===== src/rtl/adc_readout_params.svh =====
`ifndef ADC_READOUT_PARAMS_SVH
`define ADC_READOUT_PARAMS_SVH

// result width and sampled level width
`define ARO_RES_W 16
`define ARO_LEVEL_W 18
// serial clock falls after select that enable the output
`define ARO_ENABLE_FALL 5'h05
// saturation value of the fall counter
`define ARO_FALL_MAX 5'h1f
// sys_clk cycles per internal conversion step
`define ARO_CONV_DIV 2
// depth of the sample buffer
`define ARO_FIFO_DEPTH 8

`endif


===== src/rtl/adc_readout_pkg.sv =====
package adc_readout_pkg;
	// converter core power state
	typedef enum logic {
		CONV_SLEEP,
		CONV_RUN
	} conv_state_e;
endpackage


===== src/rtl/sample_fifo.sv =====
`timescale 1ns/1ps
// synchronous fifo with valid and ready on both sides
module sample_fifo #(
	parameter int WIDTH = 18,
	parameter int DEPTH = 8
) (
	input  wire logic             sys_clk,
	input  wire logic             reset,
	input  wire logic [WIDTH-1:0] in_data,
	input  wire logic             in_valid,
	output logic                  in_ready,
	output logic      [WIDTH-1:0] out_data,
	output logic                  out_valid,
	input  wire logic             out_ready
);
	localparam int AW = (DEPTH > 1) ? $clog2(DEPTH) : 1;

	// pointer wrap relies on a power of two depth
	if (DEPTH < 2 || (DEPTH & (DEPTH - 1)) != 0) begin : g_bad_depth
		$error("sample_fifo depth must be a power of two of at least 2");
	end

	typedef struct packed {
		logic [DEPTH-1:0][WIDTH-1:0] mem;    // storage words
		logic [AW-1:0]               wr;     // write pointer
		logic [AW-1:0]               rd;     // read pointer
		logic [AW:0]                 count;  // words held
	} fifo_s;

	fifo_s st;       // registered state
	fifo_s next_st;  // next state
	logic  push;     // word accepted
	logic  pop;      // word handed out

	// honest flags straight from the count
	assign in_ready  = (st.count != DEPTH[AW:0]);
	assign out_valid = (st.count != '0);
	assign out_data  = st.mem[st.rd];
	assign push      = in_valid && in_ready;
	assign pop       = out_valid && out_ready;

	// next state
	always_comb begin
		next_st = st;
		if (push) begin
			next_st.mem[st.wr] = in_data;
			next_st.wr         = st.wr + 1'b1;
		end
		if (pop) begin
			next_st.rd = st.rd + 1'b1;
		end
		if (push && !pop) begin
			next_st.count = st.count + 1'b1;
		end else if (pop && !push) begin
			next_st.count = st.count - 1'b1;
		end
	end

	// state register
	always_ff @(posedge sys_clk or posedge reset) begin
		if (reset) begin
			st <= '0;
		end else begin
			st <= next_st;
		end
	end
endmodule


===== src/rtl/adc_serial_result_readout.sv =====
// What this block does
// - select falling edge samples, starts conversion, transfer
// - output enabled low at fifth clock fall
// - result bits follow msb first, per fall
// - each bit stands across both clock edges
// - converter sleeps by itself after each conversion
// - output changes only on host serial clock falls and on select edges
// - straight binary, clamps to all ones, zeros
// - transfer carries this select's own conversion
// - sixteen binary trial steps from msb down
`timescale 1ns/1ps
`include "adc_readout_params.svh"

module adc_serial_result_readout #(
	parameter int RES_W      = `ARO_RES_W,
	parameter int LEVEL_W    = `ARO_LEVEL_W,
	parameter int CONV_DIV   = `ARO_CONV_DIV,
	parameter int FIFO_DEPTH = `ARO_FIFO_DEPTH
) (
	input  wire logic               sys_clk,
	input  wire logic               reset,
	input  wire logic               cs_n_pin,
	input  wire logic               serial_shift_clock_in,
	output logic                    serial_data_out,
	output logic                    serial_data_oe,
	input  wire logic [LEVEL_W-1:0] level_data,
	input  wire logic               level_valid,
	output logic                    level_ready,
	output logic                    low_power
);
	////////////////////////////////////////////////////////////////////////
	// parameter checks

	// the level needs a sign bit and one overrange bit above the result
	if (RES_W < 2 || RES_W > 30 || LEVEL_W < RES_W + 2) begin : g_bad_width
		$error("adc_serial_result_readout widths out of range");
	end
	// the conversion length check below needs a window of at most 1000 cycles
	if (CONV_DIV < 1 || CONV_DIV > 255 || RES_W * CONV_DIV > 1000) begin : g_bad_div
		$error("adc_serial_result_readout conversion divider out of range");
	end

	localparam int BW = $clog2(RES_W);

	////////////////////////////////////////////////////////////////////////
	// state

	typedef struct packed {
		logic                      cs_s1;   // select sync, first stage
		logic                      cs_s2;   // select sync, second stage
		logic                      cs_s3;   // select, delayed for edges
		logic                      sck_s1;  // serial clock sync, first stage
		logic                      sck_s2;  // serial clock sync, second stage
		logic                      sck_s3;  // serial clock, delayed for edges
		adc_readout_pkg::conv_state_e conv; // converter power state
		logic [7:0]                div;     // conversion step divider
		logic [BW-1:0]             bit_idx; // trial bit under test
		logic [RES_W-1:0]          result;  // successive approximation value
		logic signed [LEVEL_W-1:0] sample;  // held input level
		logic [4:0]                falls;   // serial clock falls this frame
		logic [RES_W-1:0]          shift;   // outgoing result bits
		logic                      dout;    // serial data level
		logic                      oe;      // serial data driven
	} readout_s;

	// clock stages start at the idle high level, so no false edge follows reset
	localparam readout_s ST_RESET = '{
		cs_s1: 1'b1, cs_s2: 1'b1, cs_s3: 1'b1,
		sck_s1: 1'b1, sck_s2: 1'b1, sck_s3: 1'b1,
		conv: adc_readout_pkg::CONV_SLEEP,
		div: 8'h00, bit_idx: '0, result: '0, sample: '0,
		falls: 5'h00, shift: '0, dout: 1'b0, oe: 1'b0
	};

	readout_s               st;         // registered state
	readout_s               next_st;    // next state
	logic                   cs_fall;    // select went low
	logic                   cs_low;     // select held low
	logic                   sck_fall;   // serial clock fell
	logic                   sck_rise;   // serial clock rose
	logic                   conv_tick;  // one conversion step
	logic [LEVEL_W-1:0]     fifo_data;  // buffered level
	logic                   fifo_valid; // buffered level present
	logic                   fifo_pop;   // take a level

	////////////////////////////////////////////////////////////////////////
	// sample buffer

	// levels wait here; only a select fall drains one, so the buffer
	// really fills and level_ready stalls the source
	sample_fifo #(
		.WIDTH (LEVEL_W),
		.DEPTH (FIFO_DEPTH)
	) u_fifo (
		.sys_clk   (sys_clk),
		.reset     (reset),
		.in_data   (level_data),
		.in_valid  (level_valid),
		.in_ready  (level_ready),
		.out_data  (fifo_data),
		.out_valid (fifo_valid),
		.out_ready (fifo_pop)
	);

	////////////////////////////////////////////////////////////////////////
	// helpers

	// one trial step: keep the bit if the trial does not exceed the level
	function automatic logic [RES_W-1:0] sar_step(
		input logic [RES_W-1:0]          res,
		input logic [BW-1:0]             idx,
		input logic signed [LEVEL_W-1:0] lvl
	);
		logic [RES_W-1:0]          trial;
		logic signed [LEVEL_W-1:0] wide;
		trial = res | (RES_W'(1) << idx);
		wide  = $signed({{(LEVEL_W - RES_W){1'b0}}, trial});
		return (wide <= lvl) ? trial : res;
	endfunction

	// edges only from the second and third stages, never the first
	assign cs_fall   = !st.cs_s2 && st.cs_s3;
	assign cs_low    = !st.cs_s2;
	assign sck_fall  = !st.sck_s2 && st.sck_s3;
	assign sck_rise  = st.sck_s2 && !st.sck_s3;
	assign conv_tick = (st.conv == adc_readout_pkg::CONV_RUN)
		&& (st.div == 8'(CONV_DIV - 1));
	assign fifo_pop  = cs_fall;

	assign serial_data_out = st.dout;
	assign serial_data_oe  = st.oe;
	// idle converter shows as low power
	assign low_power       = (st.conv == adc_readout_pkg::CONV_SLEEP);

	////////////////////////////////////////////////////////////////////////
	// next state

	always_comb begin
		next_st        = st;
		next_st.cs_s1  = cs_n_pin;
		next_st.cs_s2  = st.cs_s1;
		next_st.cs_s3  = st.cs_s2;
		next_st.sck_s1 = serial_shift_clock_in;
		next_st.sck_s2 = st.sck_s1;
		next_st.sck_s3 = st.sck_s2;

		// conversion core
		if (cs_fall) begin
			next_st.conv    = adc_readout_pkg::CONV_RUN;
			next_st.div     = 8'h00;
			next_st.bit_idx = BW'(RES_W - 1);
			next_st.result  = '0;
			// an empty buffer leaves the previous level held
			if (fifo_valid) begin
				next_st.sample = $signed(fifo_data);
			end
		end else if (st.conv == adc_readout_pkg::CONV_RUN) begin
			next_st.div = conv_tick ? 8'h00 : st.div + 8'h01;
			if (conv_tick) begin
				next_st.result = sar_step(st.result, st.bit_idx, st.sample);
				if (st.bit_idx == '0) begin
					next_st.conv = adc_readout_pkg::CONV_SLEEP;
				end else begin
					next_st.bit_idx = st.bit_idx - 1'b1;
				end
			end
		end

		// serial side
		// data holds between falls
		if (!cs_low) begin
			next_st.oe   = 1'b0;
			next_st.dout = 1'b0;
		end else if (cs_fall) begin
			// new frame
			next_st.falls = 5'h00;
			next_st.oe    = 1'b0;
			next_st.dout  = 1'b0;
		end else if (sck_fall) begin
			// move only on serial clock falls
			if (st.falls != `ARO_FALL_MAX) begin
				next_st.falls = st.falls + 5'h01;
			end
			if (st.falls + 5'h01 == `ARO_ENABLE_FALL) begin
				next_st.oe    = 1'b1;
				next_st.dout  = 1'b0;
				next_st.shift = st.result;
			end else if (st.falls >= `ARO_ENABLE_FALL) begin
				// msb first, zeros after the last bit
				next_st.dout  = st.shift[RES_W-1];
				next_st.shift = {st.shift[RES_W-2:0], 1'b0};
			end
		end
	end

	// state register
	always_ff @(posedge sys_clk or posedge reset) begin
		if (reset) begin
			st <= ST_RESET;
		end else begin
			st <= next_st;
		end
	end

	////////////////////////////////////////////////////////////////////////
	// assertions

	// one trial step per divider period, sixteen steps at the default width
	localparam int CONV_MIN = RES_W * CONV_DIV;  // exact conversion length
	localparam int CONV_MAX = RES_W * CONV_DIV;

	// helper: the fifth fall of a frame
	logic fifth_fall;
	assign fifth_fall = cs_low && !cs_fall && sck_fall
		&& (st.falls + 5'h01 == `ARO_ENABLE_FALL);

	a_conv_start: assert property (
		@(posedge sys_clk) disable iff (reset)
		cs_fall |=> (st.conv == adc_readout_pkg::CONV_RUN) && (st.result == '0)
	) else $error("conversion did not start on select fall");

	a_oe_at_fifth: assert property (
		@(posedge sys_clk) disable iff (reset)
		$rose(serial_data_oe) |-> ($past(fifth_fall) && !serial_data_out)
	) else $error("output enabled off the fifth fall or not low");

	a_msb_first: assert property (
		@(posedge sys_clk) disable iff (reset)
		(cs_low && !cs_fall && sck_fall && st.falls == `ARO_ENABLE_FALL)
		|=> serial_data_out == $past(st.shift[RES_W-1])
	) else $error("first data bit is not the msb");

	a_bit_steady: assert property (
		@(posedge sys_clk) disable iff (reset)
		(sck_rise && cs_low && !cs_fall) |=> $stable(serial_data_out)
	) else $error("data moved on a rising serial clock edge");

	a_conv_sleeps: assert property (
		@(posedge sys_clk) disable iff (reset)
		(conv_tick && st.bit_idx == '0 && !cs_fall) |=> low_power
	) else $error("converter did not sleep after last step");

	a_dout_on_fall: assert property (
		@(posedge sys_clk) disable iff (reset)
		($changed(serial_data_out) && cs_low) |-> $past(sck_fall || cs_fall)
	) else $error("data changed without a serial clock fall");

	a_overrange_clamp: assert property (
		@(posedge sys_clk) disable iff (reset)
		($rose(low_power) && st.sample > $signed(LEVEL_W'({RES_W{1'b1}})))
		|-> st.result == {RES_W{1'b1}}
	) else $error("overrange level did not give all ones");

	a_underrange_zero: assert property (
		@(posedge sys_clk) disable iff (reset)
		($rose(low_power) && st.sample < 0) |-> st.result == '0
	) else $error("negative level did not give all zeros");

	a_no_latency: assert property (
		@(posedge sys_clk) disable iff (reset)
		fifth_fall |-> low_power ##1 (st.shift == $past(st.result))
	) else $error("transfer loaded a result not yet complete");

	a_conv_length: assert property (
		@(posedge sys_clk) disable iff (reset)
		cs_fall |=> !low_power ##[CONV_MIN:CONV_MAX] $rose(low_power)
	) else $error("conversion length out of bounds");

	a_release_high: assert property (
		@(posedge sys_clk) disable iff (reset)
		st.cs_s2 |=> !serial_data_oe
	) else $error("output driven while deselected");

	c_frame_start: cover property (@(posedge sys_clk) disable iff (reset) cs_fall);
	c_output_on: cover property (@(posedge sys_clk) disable iff (reset) $rose(serial_data_oe));
	c_full_frame: cover property (@(posedge sys_clk) disable iff (reset)
		cs_low && st.falls == 5'h15);
	c_buffer_full: cover property (@(posedge sys_clk) disable iff (reset) !level_ready);
endmodule


===== config.mk =====
export PLATFORM = sky130hd
export DESIGN_NAME = adc_serial_result_readout
export DESIGN_NICKNAME = d
export VERILOG_FILES = /design/src/rtl/adc_readout_pkg.sv /design/src/rtl/sample_fifo.sv /design/src/rtl/adc_serial_result_readout.sv
export VERILOG_INCLUDE_DIRS = /design/src /design/src/rtl
export SDC_FILE = /design/constraint.sdc
export NUM_CORES = 1
export LEC_CHECK = 0
export ABC_AREA = 1
export BUFFER_PORTS_ARGS = -buffer_cell sky130_fd_sc_hd__buf_2
export CAP_MARGIN = 20
export CORE_MARGIN = 2
export CORE_UTILIZATION = 50
export DETAILED_ROUTE_END_ITERATION = 10
export GPL_TIMING_DRIVEN = 0
export PLACE_DENSITY = 0.71
export SYNTH_ARGS = -nofsm -noshare
export SYNTH_HDL_FRONTEND = slang
export SYNTH_SLANG_ARGS = --single-unit

===== constraint.sdc =====
create_clock -name sys_clk -period 6 [get_ports sys_clk]
set_input_delay 0 -clock sys_clk [delete_from_list [all_inputs] [get_ports sys_clk]]
set_output_delay 0 -clock sys_clk [all_outputs]
set_load 0.03 [all_outputs]

==> out/results.txt, run 1 <==
Initial Utilization - 0.509
number of global-route vias before repair - 8,839
initial antenna violation count - 0
GRT Residual Overflow - 0
CP Capture Point - u_fifo.st[3]$_DFFE_PP0P_
number of gates resized after CTS - 0
setup_tns - 0 ps
DRC violations left - 0
Top FF cell, synth - dfrtp_1
Worst path depth - 15
CORE AREA - 21,800 µm²
Post-DP HPWL - 18,900 µm
slew margin rel. - 0.392
clk buf depth - 3
total global-route track usage - 0.236
Yosys reg bits - 230
IO Pins - 27
Reg2Reg Setup Slack - 3210 ps
highest clock rate - 359 MHz
placed inst area - 11,700 µm²
Pwr Density - 514 nW/µm²
Final Non-Filler Cells - 1,657
endpoints failing hold - 0
post-CTS setup buffer count - 0
R2R depth - 15
placed instance count - 1,588
number of enable flip-flop cells after synthesis - 0
Slew @ Worst Pin - 910 ps
cts hold-fix bufs - 22
leakage - 6.10 nW
syn_area_per_cell - 8.69 µm²
RR Endpoint - u_fifo.st[3]$_DFFE_PP0P_
clk_skew - 23.2 ps
Worst EP required - 6430 ps
worst-path cell chain - inv_1 > nor2_4 > inv_2 > a31oi_1 > buf_4 > inv_1 > ha_1 > inv_1 > ha_1 > a21o_1 > a21oi_1 > nand2_1 > nand2_1 > nor2_1 > xor2_1
sequential area share after synthesis - 0.519
CP Buf/Inv Count - 5
Synthesis Warnings - 0
CP Max Fanout - 10
Starting DRT DRC Count - 664
crit end category - flip-flop
async set-or-reset flop fraction in the synthesized netlist - 1.00
worst endpoint data arrival time - 3210 ps
Tot Pwr - 6.55 mW
Area Overhead vs Synth - 14.9%
Post-Route WL - 26,900 µm
commonest non-fill, non-tap cell in the layout - nand2_1
Die X-Extent - 153 µm
outcome - finished, final reports clean
Final Wtd Congestion - 0.837
Clock Pin Slew Worst Setup and Hold Paths - 60 ps
routed via count - 8,989
first-pass GRT wire length - 45,400 µm
period utilization - 0.465
DR vias/cell - 5.42
Pre-antenna DRT Iters - 5
CP startpoint - st[73]$_DFF_PP1_
Diodes inserted - 0
post-route minimum period - 2790 ps
Max Cap Violations - 0
number of clock sinks - 230
Worst path max stage delay - 530 ps
RSZ-0062 raised after global routing - no
leading cell types in the layout, fill and taps excluded - nand2_1 (283), o21ai_0 (270), dfrtp_1 (224)
Hold Crit Class - primary input to flip-flop
share of cells above drive strength 1 - 0.107
CP max stage cell - dfstp_2
largest net degree at the start of global routing - 44
Setup Crit Path Kind - flip-flop to flip-flop
Setup violations, final - 0
VDD IR-drop max - 319 µV
family with the most delay on the worst path - buffers and inverters
H-tree depth - 1
WL/cell - 16.3 µm
TritonCTS clock tree - yes
Cell Area, Synth - 11,100 µm²
Netlist cell types - 46
FP Rows - 54
Root Buffer - clkbuf_16
die area - 23,400 µm²
DRT antenna net count - 0
fin area - 12,800 µm²
cts bufs inserted - 26
worst skew pair latency - 560 ps
nets - 1,414
syn_nets - 1,333
most frequent CP cell - inv_1
Die Height - 153 µm
R2R Path Start - st[73]$_DFF_PP1_
fill cell count - 1,915
Synth Instances - 1,277
CP startpoint kind - flip-flop
IO buf count - 26
Slew Viols, Final - 0
==> flip-flops by register name, indices dropped and copies added, names as in the netlist <==
| register | flops |
|---|---|
| next_st | 4 |
| serial_data_oe | 1 |
| serial_data_out | 1 |
| st | 70 |
| u_fifo.st | 154 |
==> synthesized netlist by cell type, types with 5 or more instances <==
library cell    n  area share
clkbuf_2        7      0.0032
xor2_1          7      0.0055
clkbuf_1       26      0.0088
mux2i_1        18       0.016
a21oi_1         5      0.0023
nand4_4         6       0.011
o22ai_1        22       0.012
o21ai_1         6      0.0027
nand3_1        29       0.013
ha_1           32       0.036
buf_2          27       0.012
dfstp_2         6       0.014
inv_1         105       0.036
o21ai_0       270        0.12
o211ai_1       34       0.023
buf_4           5      0.0034
dfrtp_1       224        0.51
nand2_1       283       0.096
nor2_1        108       0.037
xnor2_1         7      0.0055
==> cells by family (layout without fill, tap and decap cells) <==
group | count (synthesis) | in the layout | share of synthesized area
muxes | 18 | 18 | 0.0162
AOI/OAI and AO/OA | 350 | 350 | 0.172
and+or+nand+nor | 450 | 450 | 0.175
DFF | 230 | 230 | 0.519
adders and majority gates | 33 | 33 | 0.0379
xor gates and xnor gates | 14 | 14 | 0.0110
buffers and inverters | 182 | 282 | 0.0691
==> stage by stage <==
step	hold WS (ps)	util	worst slack, ps
after floorplan	4.48	-	3000
after global placement	109	0.531	1620
after detailed placement	111	0.535	3230
after CTS	94.2	0.584	3210
after global routing	120	0.584	3010
final	102	0.584	3210
==> power breakdown <==
part / switching, mW / internal [mW]
Sequential: 0.308 / 2.14
Clock: 0.655 / 0.908
Combinational: 1.65 / 0.887
==> per-layer routing <==
layer | share of wire | vias to the layer above | routed length [µm] | track usage
li1 | - | 4384 | - | -
met1 | 0.44 | 4300 | 11900 | 0.315
met2 | 0.48 | 248 | 13100 | 0.403
met3 | 0.050 | 57 | 1350 | 0.0323
met4 | 0.024 | 0 | 650 | 0.0719
met5 | 0 | - | 0 | 0
==> area by class of cell <==
cell class | count | area, µm² | share of cell area
tap | 280 | 350 | 0.0275
multi-input combinational | 865 | 4570 | 0.358
clock inverter | 11 | 114 | 0.00893
buffer | 70 | 347 | 0.0272
clock buffer | 36 | 738 | 0.0579
timing repair buffer | 53 | 450 | 0.0353
inverter | 112 | 424 | 0.0333
sequential | 230 | 5760 | 0.452
==> how the worst min path moves through the flow <==
stage / startpoint / end / cells after the start
CTS: serial_shift_clock_in / next_st[71]$_DFF_PP1_ / 2
floorplan: serial_shift_clock_in / next_st[71]$_DFF_PP1_ / 0
global route: serial_shift_clock_in / next_st[71]$_DFF_PP1_ / 2
detailed placement: serial_shift_clock_in / next_st[71]$_DFF_PP1_ / 1
finish: serial_shift_clock_in / next_st[71]$_DFF_PP1_ / 2
global placement: cs_n_pin / next_st[74]$_DFF_PP1_ / 1
Power figures use the tool's default switching activity.
==> run 2, diff against run 1 <==
Clock period 6 ns to 2.3 ns, I/O delays scaled along.
==> out/results.txt, run 2 (synthesis results as in run 1) <==
Slew @ Worst Pin - 683 ps (-228 ps)
CP startpoint kind - flip-flop
TritonCTS clock tree - yes
period utilization - 1.07 (+0.605)
Area Overhead vs Synth - 20.7%
Switching Power - 7.36 mW (+180%)
total global-route track usage - 0.237 (+0.00123)
Hold EP - next_st[71]$_DFF_PP1_
DRT antenna net count - 0 (unchanged)
commonest non-fill, non-tap cell in the layout - nand2_1
highest clock rate - 407 MHz (+13%)
largest net degree at the start of global routing - 44 (unchanged)
Setup violations, final - 16 (+16)
RR Endpoint - st[42]$_DFFE_PP0P_
failing checks - setup timing
crit end category - flip-flop
share of cells above drive strength 1 - 0.162 (+0.0545)
final worst slack - -159 ps (-3370 ps)
Pre-antenna DRT Iters - 5 (unchanged)
routed via count - 9,280 (+3.2%)
Gate power share - 0.422 (+0.034)
endpoints failing hold - 0 (unchanged)
pre-CTS setup slack - -341 ps (-3570 ps)
number of global-route vias before repair - 9,050 (+2.4%)
CP Max Fanout - 6 (-4)
Die Height - 153 µm (unchanged)
post-route minimum period - 2460 ps (-328 ps)
Reg2Reg Setup Slack - -160 ps (-3370 ps)
Int Pwr - 10.9 mW (+180%)
nets - 1,452 (+2.7%)
Slew Viols, Final - 0 (unchanged)
R2R depth - 16 (+1)
sw frac - 0.402 (+0.00298)
Starting DRT DRC Count - 638 (-3.9%)
DR vias/cell - 5.48 (+0.98%)
Post-DP HPWL - 18,900 µm (-0.12%)
Hold Crit Class - primary input to flip-flop
R2R Path Start - st[58]$_DFFE_PP0P_
CORE AREA - 21,800 µm² (unchanged)
IO Pins - 27 (unchanged)
VDD IR-drop max - 963 µV (+200%)
RSZ-0062 raised after global routing - yes
Flop pwr share - 0.351 (-0.023)
Worst Hold Depth - 2 (unchanged)
initial antenna violation count - 0 (unchanged)
clk_skew - 10.7 ps (-12.5 ps)
first-pass GRT wire length - 45,700 µm (+0.72%)
H-tree depth - 1 (unchanged)
DRC violations left - 0 (unchanged)
die area - 23,400 µm² (unchanged)
Diodes inserted - 0 (unchanged)
Pwr Density - 1370 nW/µm² (+170%)
Final Wtd Congestion - 0.866 (+3.5%)
WHS - 110 ps (+7.95 ps)
outcome - complete, but fails checks
Die X-Extent - 153 µm (unchanged)
Root Buffer - clkbuf_16
GRT Residual Overflow - 0 (unchanged)
Max Cap Violations - 0 (unchanged)
hold_sp - serial_shift_clock_in
Clock Pin Slew Worst Setup and Hold Paths - 60 ps (about the same)
slew margin rel. - 0.545 (+0.153)
WL/cell - 16.9 µm (+4.2%)
cts bufs inserted - 25 (-3.8%)
worst skew pair latency - 540 ps (-20 ps)
fin util - 0.614 (+0.0293)
Post-Route WL - 28,700 µm (+6.5%)
leading cell types in the layout, fill and taps excluded - nand2_1 (274), o21ai_0 (255), dfrtp_1 (221)
Setup Crit Path Kind - flip-flop to flip-flop
clk buf depth - 3 (unchanged)
Largest register FFs - 154 (unchanged)
leakage - 6.33 nW (+3.8%)
Initial Utilization - 0.509 (unchanged)
Biggest register - u_fifo.st
Worst EP required - 2720 ps (-3710 ps)
worst endpoint data arrival time - 2880 ps (-330 ps)
clock network fraction of total power - 0.227 (-0.012)
FP Rows - 54 (unchanged)
number of clock sinks - 230 (unchanged)
IO buf count - 26 (unchanged)
[run 2: per-stage QoR]
step,cell area [µm²],TNS (ps),total power [mW],cells
2_1_floorplan,11100,-157480,11.1,1277
3_3_place_gp,11600,-463520,12.7,1583
3_5_place_dp,11700,-4690,13.0,1589
4_1_cts,13000,0,17.6,1669
5_1_grt,13400,-4790,19.5,1694
6_report,13400,-2010,18.3,1694
[run 2: how the worst max path moves through the flow]
stage / from / end / slack (ps) / depth (start not counted)
floorplan: reset / serial_data_oe$_DFFE_PP0P_ / -700 / 1
global placement: reset / u_fifo.st[69]$_DFFE_PP0P_ / -2050 / 2
detailed placement: st[57]$_DFFE_PP0P_ / st[44]$_DFFE_PP0P_ / -340 / 16
CTS: st[57]$_DFFE_PP0P_ / st[44]$_DFFE_PP0P_ / 7 / 15
global route: st[59]$_DFFE_PP0P_ / st[42]$_DFFE_PP0P_ / -320 / 14
finish: st[58]$_DFFE_PP0P_ / st[42]$_DFFE_PP0P_ / -160 / 16
[run 2: what timing repair did]
| item | CTS | global route |
|---|---|---|
| resized for setup | 42 | 45 |
| pin swaps | 10 | 28 |
| endpoints found under the hold margin | 325 | 0 |
| setup endpoints to repair | 17 | 28 |
| buffers inserted | 12 | 23 |
| cloned | 1 | 3 |
| hold buffers | 23 | 0 |
[run 2: final cells by class]
cell class | instances | area (µm²)
Inverter | 112 | 443
Multi-Input combinational cell | 866 | 4840
Timing Repair inverter | 1 | 7.51
Clock buffer | 39 | 748
Timing Repair Buffer | 92 | 783
Clock inverter | 6 | 101
Tap cell | 280 | 350
Buffer | 68 | 352
Fill cell | 1837 | 8430
Sequential cell | 230 | 5770
[run 2: routing by layer]
layer	track usage	up-vias	share of wire
li1	-	4474	-
met1	0.309	4473	0.43
met2	0.408	266	0.49
met3	0.0371	67	0.051
met4	0.0758	0	0.027
met5	0	-	0
[run 2: power by group through the flow]
stage / Clock (mW) / Combinational, mW / Sequential (mW)
after global routing: 4.35 / 8.58 / 6.59
after CTS: 4.16 / 7.02 / 6.37
after detailed placement: 0 / 6.59 / 6.40
after global placement: 0 / 6.36 / 6.37
final: 4.15 / 7.71 / 6.42
after floorplan: 0 / 4.91 / 6.22
[run 2: critical path: stages (launching register included)]
cell	delay, ps
dfrtp_1	430
buf_4	170
ha_4	170
nand2_4	100
o21ai_4	70
ha_1	280
nand2_1	50
inv_1	70
nand2_2	70
nor2_4	140
buf_4	130
nand3_1	80
nand4_1	150
nand2_4	140
buf_6	170
nand3_1	70
nand2_1	70
==> run 3, diff against run 2 <==
Settings changed: CELL_PAD_IN_SITES_DETAIL_PLACEMENT set to 1, CELL_PAD_IN_SITES_GLOBAL_PLACEMENT set to 1, CORE_UTILIZATION 50 to 44, PLACE_DENSITY 0.71 to 0.78.
==> out/results.txt, run 3 (synthesis results as in run 1) <==
placed inst area - 11,800 µm² (+0.70%)
Post-DP HPWL - 22,200 µm (+17%)
Max Cap Violations - 0 (unchanged)
Initial Utilization - 0.445 (-0.0640)
leakage - 6.39 nW (+0.92%)
R2R depth - 16 (unchanged)
commonest non-fill, non-tap cell in the layout - nand2_1
DR vias/cell - 5.46 (-0.35%)
Setup Crit Path Kind - flip-flop to flip-flop
GRT Residual Overflow - 0 (unchanged)
met2 wire length - 17,300 µm (+23%)
Die Height - 163 µm (+6.4%)
endpoints failing hold - 0 (unchanged)
die area - 26,500 µm² (+13%)
Hold Crit Class - primary input to async pin
WL/cell - 19.4 µm (+14%)
crit end category - flip-flop
Pre-antenna DRT Iters - 4 (-1)
period utilization - 1.07 (-0.00343)
DRC violations left - 0 (unchanged)
first-pass GRT wire length - 52,800 µm (+15%)
share of cells above drive strength 1 - 0.183 (+0.0208)
nets - 1,458 (+0.41%)
total global-route track usage - 0.250 (+0.0132)
IO buf count - 26 (unchanged)
highest routed layer - met4
initial antenna violation count - 0 (unchanged)
DRT antenna net count - 0 (unchanged)
failing checks - setup timing
Slew Viols, Final - 0 (unchanged)
Clock Pin Slew Worst Setup and Hold Paths - 60 ps (about the same)
CORE AREA - 25,000 µm² (+14%)
Largest register FFs - 154 (unchanged)
TritonCTS clock tree - yes
clk buf depth - 3 (unchanged)
cts bufs inserted - 27 (+8.0%)
Final Wtd Congestion - 0.802 (-7.5%)
IO Pins - 27 (unchanged)
WL met3 - 1030 µm (-30%)
outcome - complete, but fails checks
post-route minimum period - 2450 ps (-7.88 ps)
VDD IR-drop max - 750 µV (-22%)
Setup violations, final - 17 (+1)
routed via count - 9,570 (+3.1%)
CP Max Fanout - 5 (-1)
leading cell types in the layout, fill and taps excluded - nand2_1 (257), o21ai_0 (254), dfrtp_1 (220)
worst endpoint data arrival time - 2880 ps (about the same)
FP Rows - 58 (+7.4%)
Root Buffer - clkbuf_16
Starting DRT DRC Count - 479 (-25%)
Slew @ Worst Pin - 656 ps (-26.2 ps)
CP startpoint kind - flip-flop
Worst EP required - 2730 ps (about the same)
H-tree depth - 1 (unchanged)
final worst slack - -151 ps (+7.88 ps)
Pwr Density - 1400 nW/µm² (+2.4%)
routed length on met1 - 14,300 µm (+16%)
fin util - 0.546 (-0.0674)
number of global-route vias before repair - 10.0k (+11%)
largest net degree at the start of global routing - 38 (-14%)
fin area - 13,600 µm² (+1.8%)
slew margin rel. - 0.562 (+0.0175)
highest clock rate - 408 MHz (+0.32%)
clk_skew - 14.0 ps (+3.29 ps)
Die X-Extent - 163 µm (+6.4%)
Area Overhead vs Synth - 22.9%
Biggest register - u_fifo.st
worst skew pair latency - 560 ps (+20 ps)
RSZ-0062 raised after global routing - yes
Post-Route WL - 34,000 µm (+18%)
Diodes inserted - 0 (unchanged)
number of clock sinks - 230 (unchanged)
## run 3: timing repair
item | in CTS | in global routing
gates cloned | 1 | 0
hold buffers | 22 | 0
buffers inserted | 21 | 19
endpoints found under the setup margin | 17 | 29
gates resized for setup | 71 | 53
pin swaps | 17 | 18
endpoints found under the hold margin | 188 | 0
## run 3: layer usage
layer / vias to the layer above / GRT usage
met5: - / 0
met4: 0 / 0.0933
met3: 97 / 0.0283
met2: 189 / 0.453
met1: 4811 / 0.307
li1: 4473 / -
## run 3: critical path: stages (launching register included)
cell	delay, ps
dfrtp_2	440
buf_4	150
ha_4	160
nand2_2	110
o21ai_2	80
ha_1	320
nand2_1	90
nand2_1	50
nand2_1	60
nand2_1	60
a21boi_2	170
nand4_1	170
nand2_4	150
nand2_8	70
buf_6	140
nand2_2	60
nand2_1	60
## run 3: metrics by stage
stage	hold WS (ps)	instances	power (mW)	setup slack, ps	TNS [ps]
after floorplan	4.48	1277	11.1	-703	-157480
after global placement	108	1633	12.9	-2160	-489050
after detailed placement	48.2	1640	13.3	-412	-5680
after CTS	21.9	1734	18.3	-68.2	-863
after global routing	104	1753	20.3	-289	-4280
final	47.5	1753	19.1	-151	-1900
## run 3: area by class of cell
cell class / instances / area [µm²]
Inverter: 112 / 445
Tap cell: 330 / 413
Clock inverter: 6 / 50.0
Sequential cell: 230 / 5770
Multi-Input combinational cell: 865 / 4980
Buffer: 70 / 365
Fill cell: 2908 / 11300
Clock buffer: 44 / 810
Timing Repair Buffer: 96 / 806
## run 3: worst paths after layout
path | start | endpoint | slack [ps]
worst max-delay path | st[58]$_DFFE_PP0P_ | st[52]$_DFFE_PP0P_ | -150
worst min-delay path | reset | st[63]$_DFFE_PP0P_ | 50
worst max register to register | st[58]$_DFFE_PP0P_ | st[52]$_DFFE_PP0P_ | -150
worst min register to register | next_st[71]$_DFF_PP1_ | next_st[70]$_DFF_PP1_ | 360
max in group asynchronous | reset | u_fifo.st[31]$_DFFE_PP0P_ | 1100
min in group sys_clk | cs_n_pin | next_st[74]$_DFF_PP1_ | 110
## run 3: where the power goes
group | switching (mW) | leakage, nW | total (mW) | internal (mW)
Combinational | 5.36 | 3.05 | 8.43 | 3.07
Clock | 1.75 | 0.417 | 4.16 | 2.41
Sequential | 0.878 | 2.93 | 6.47 | 5.59
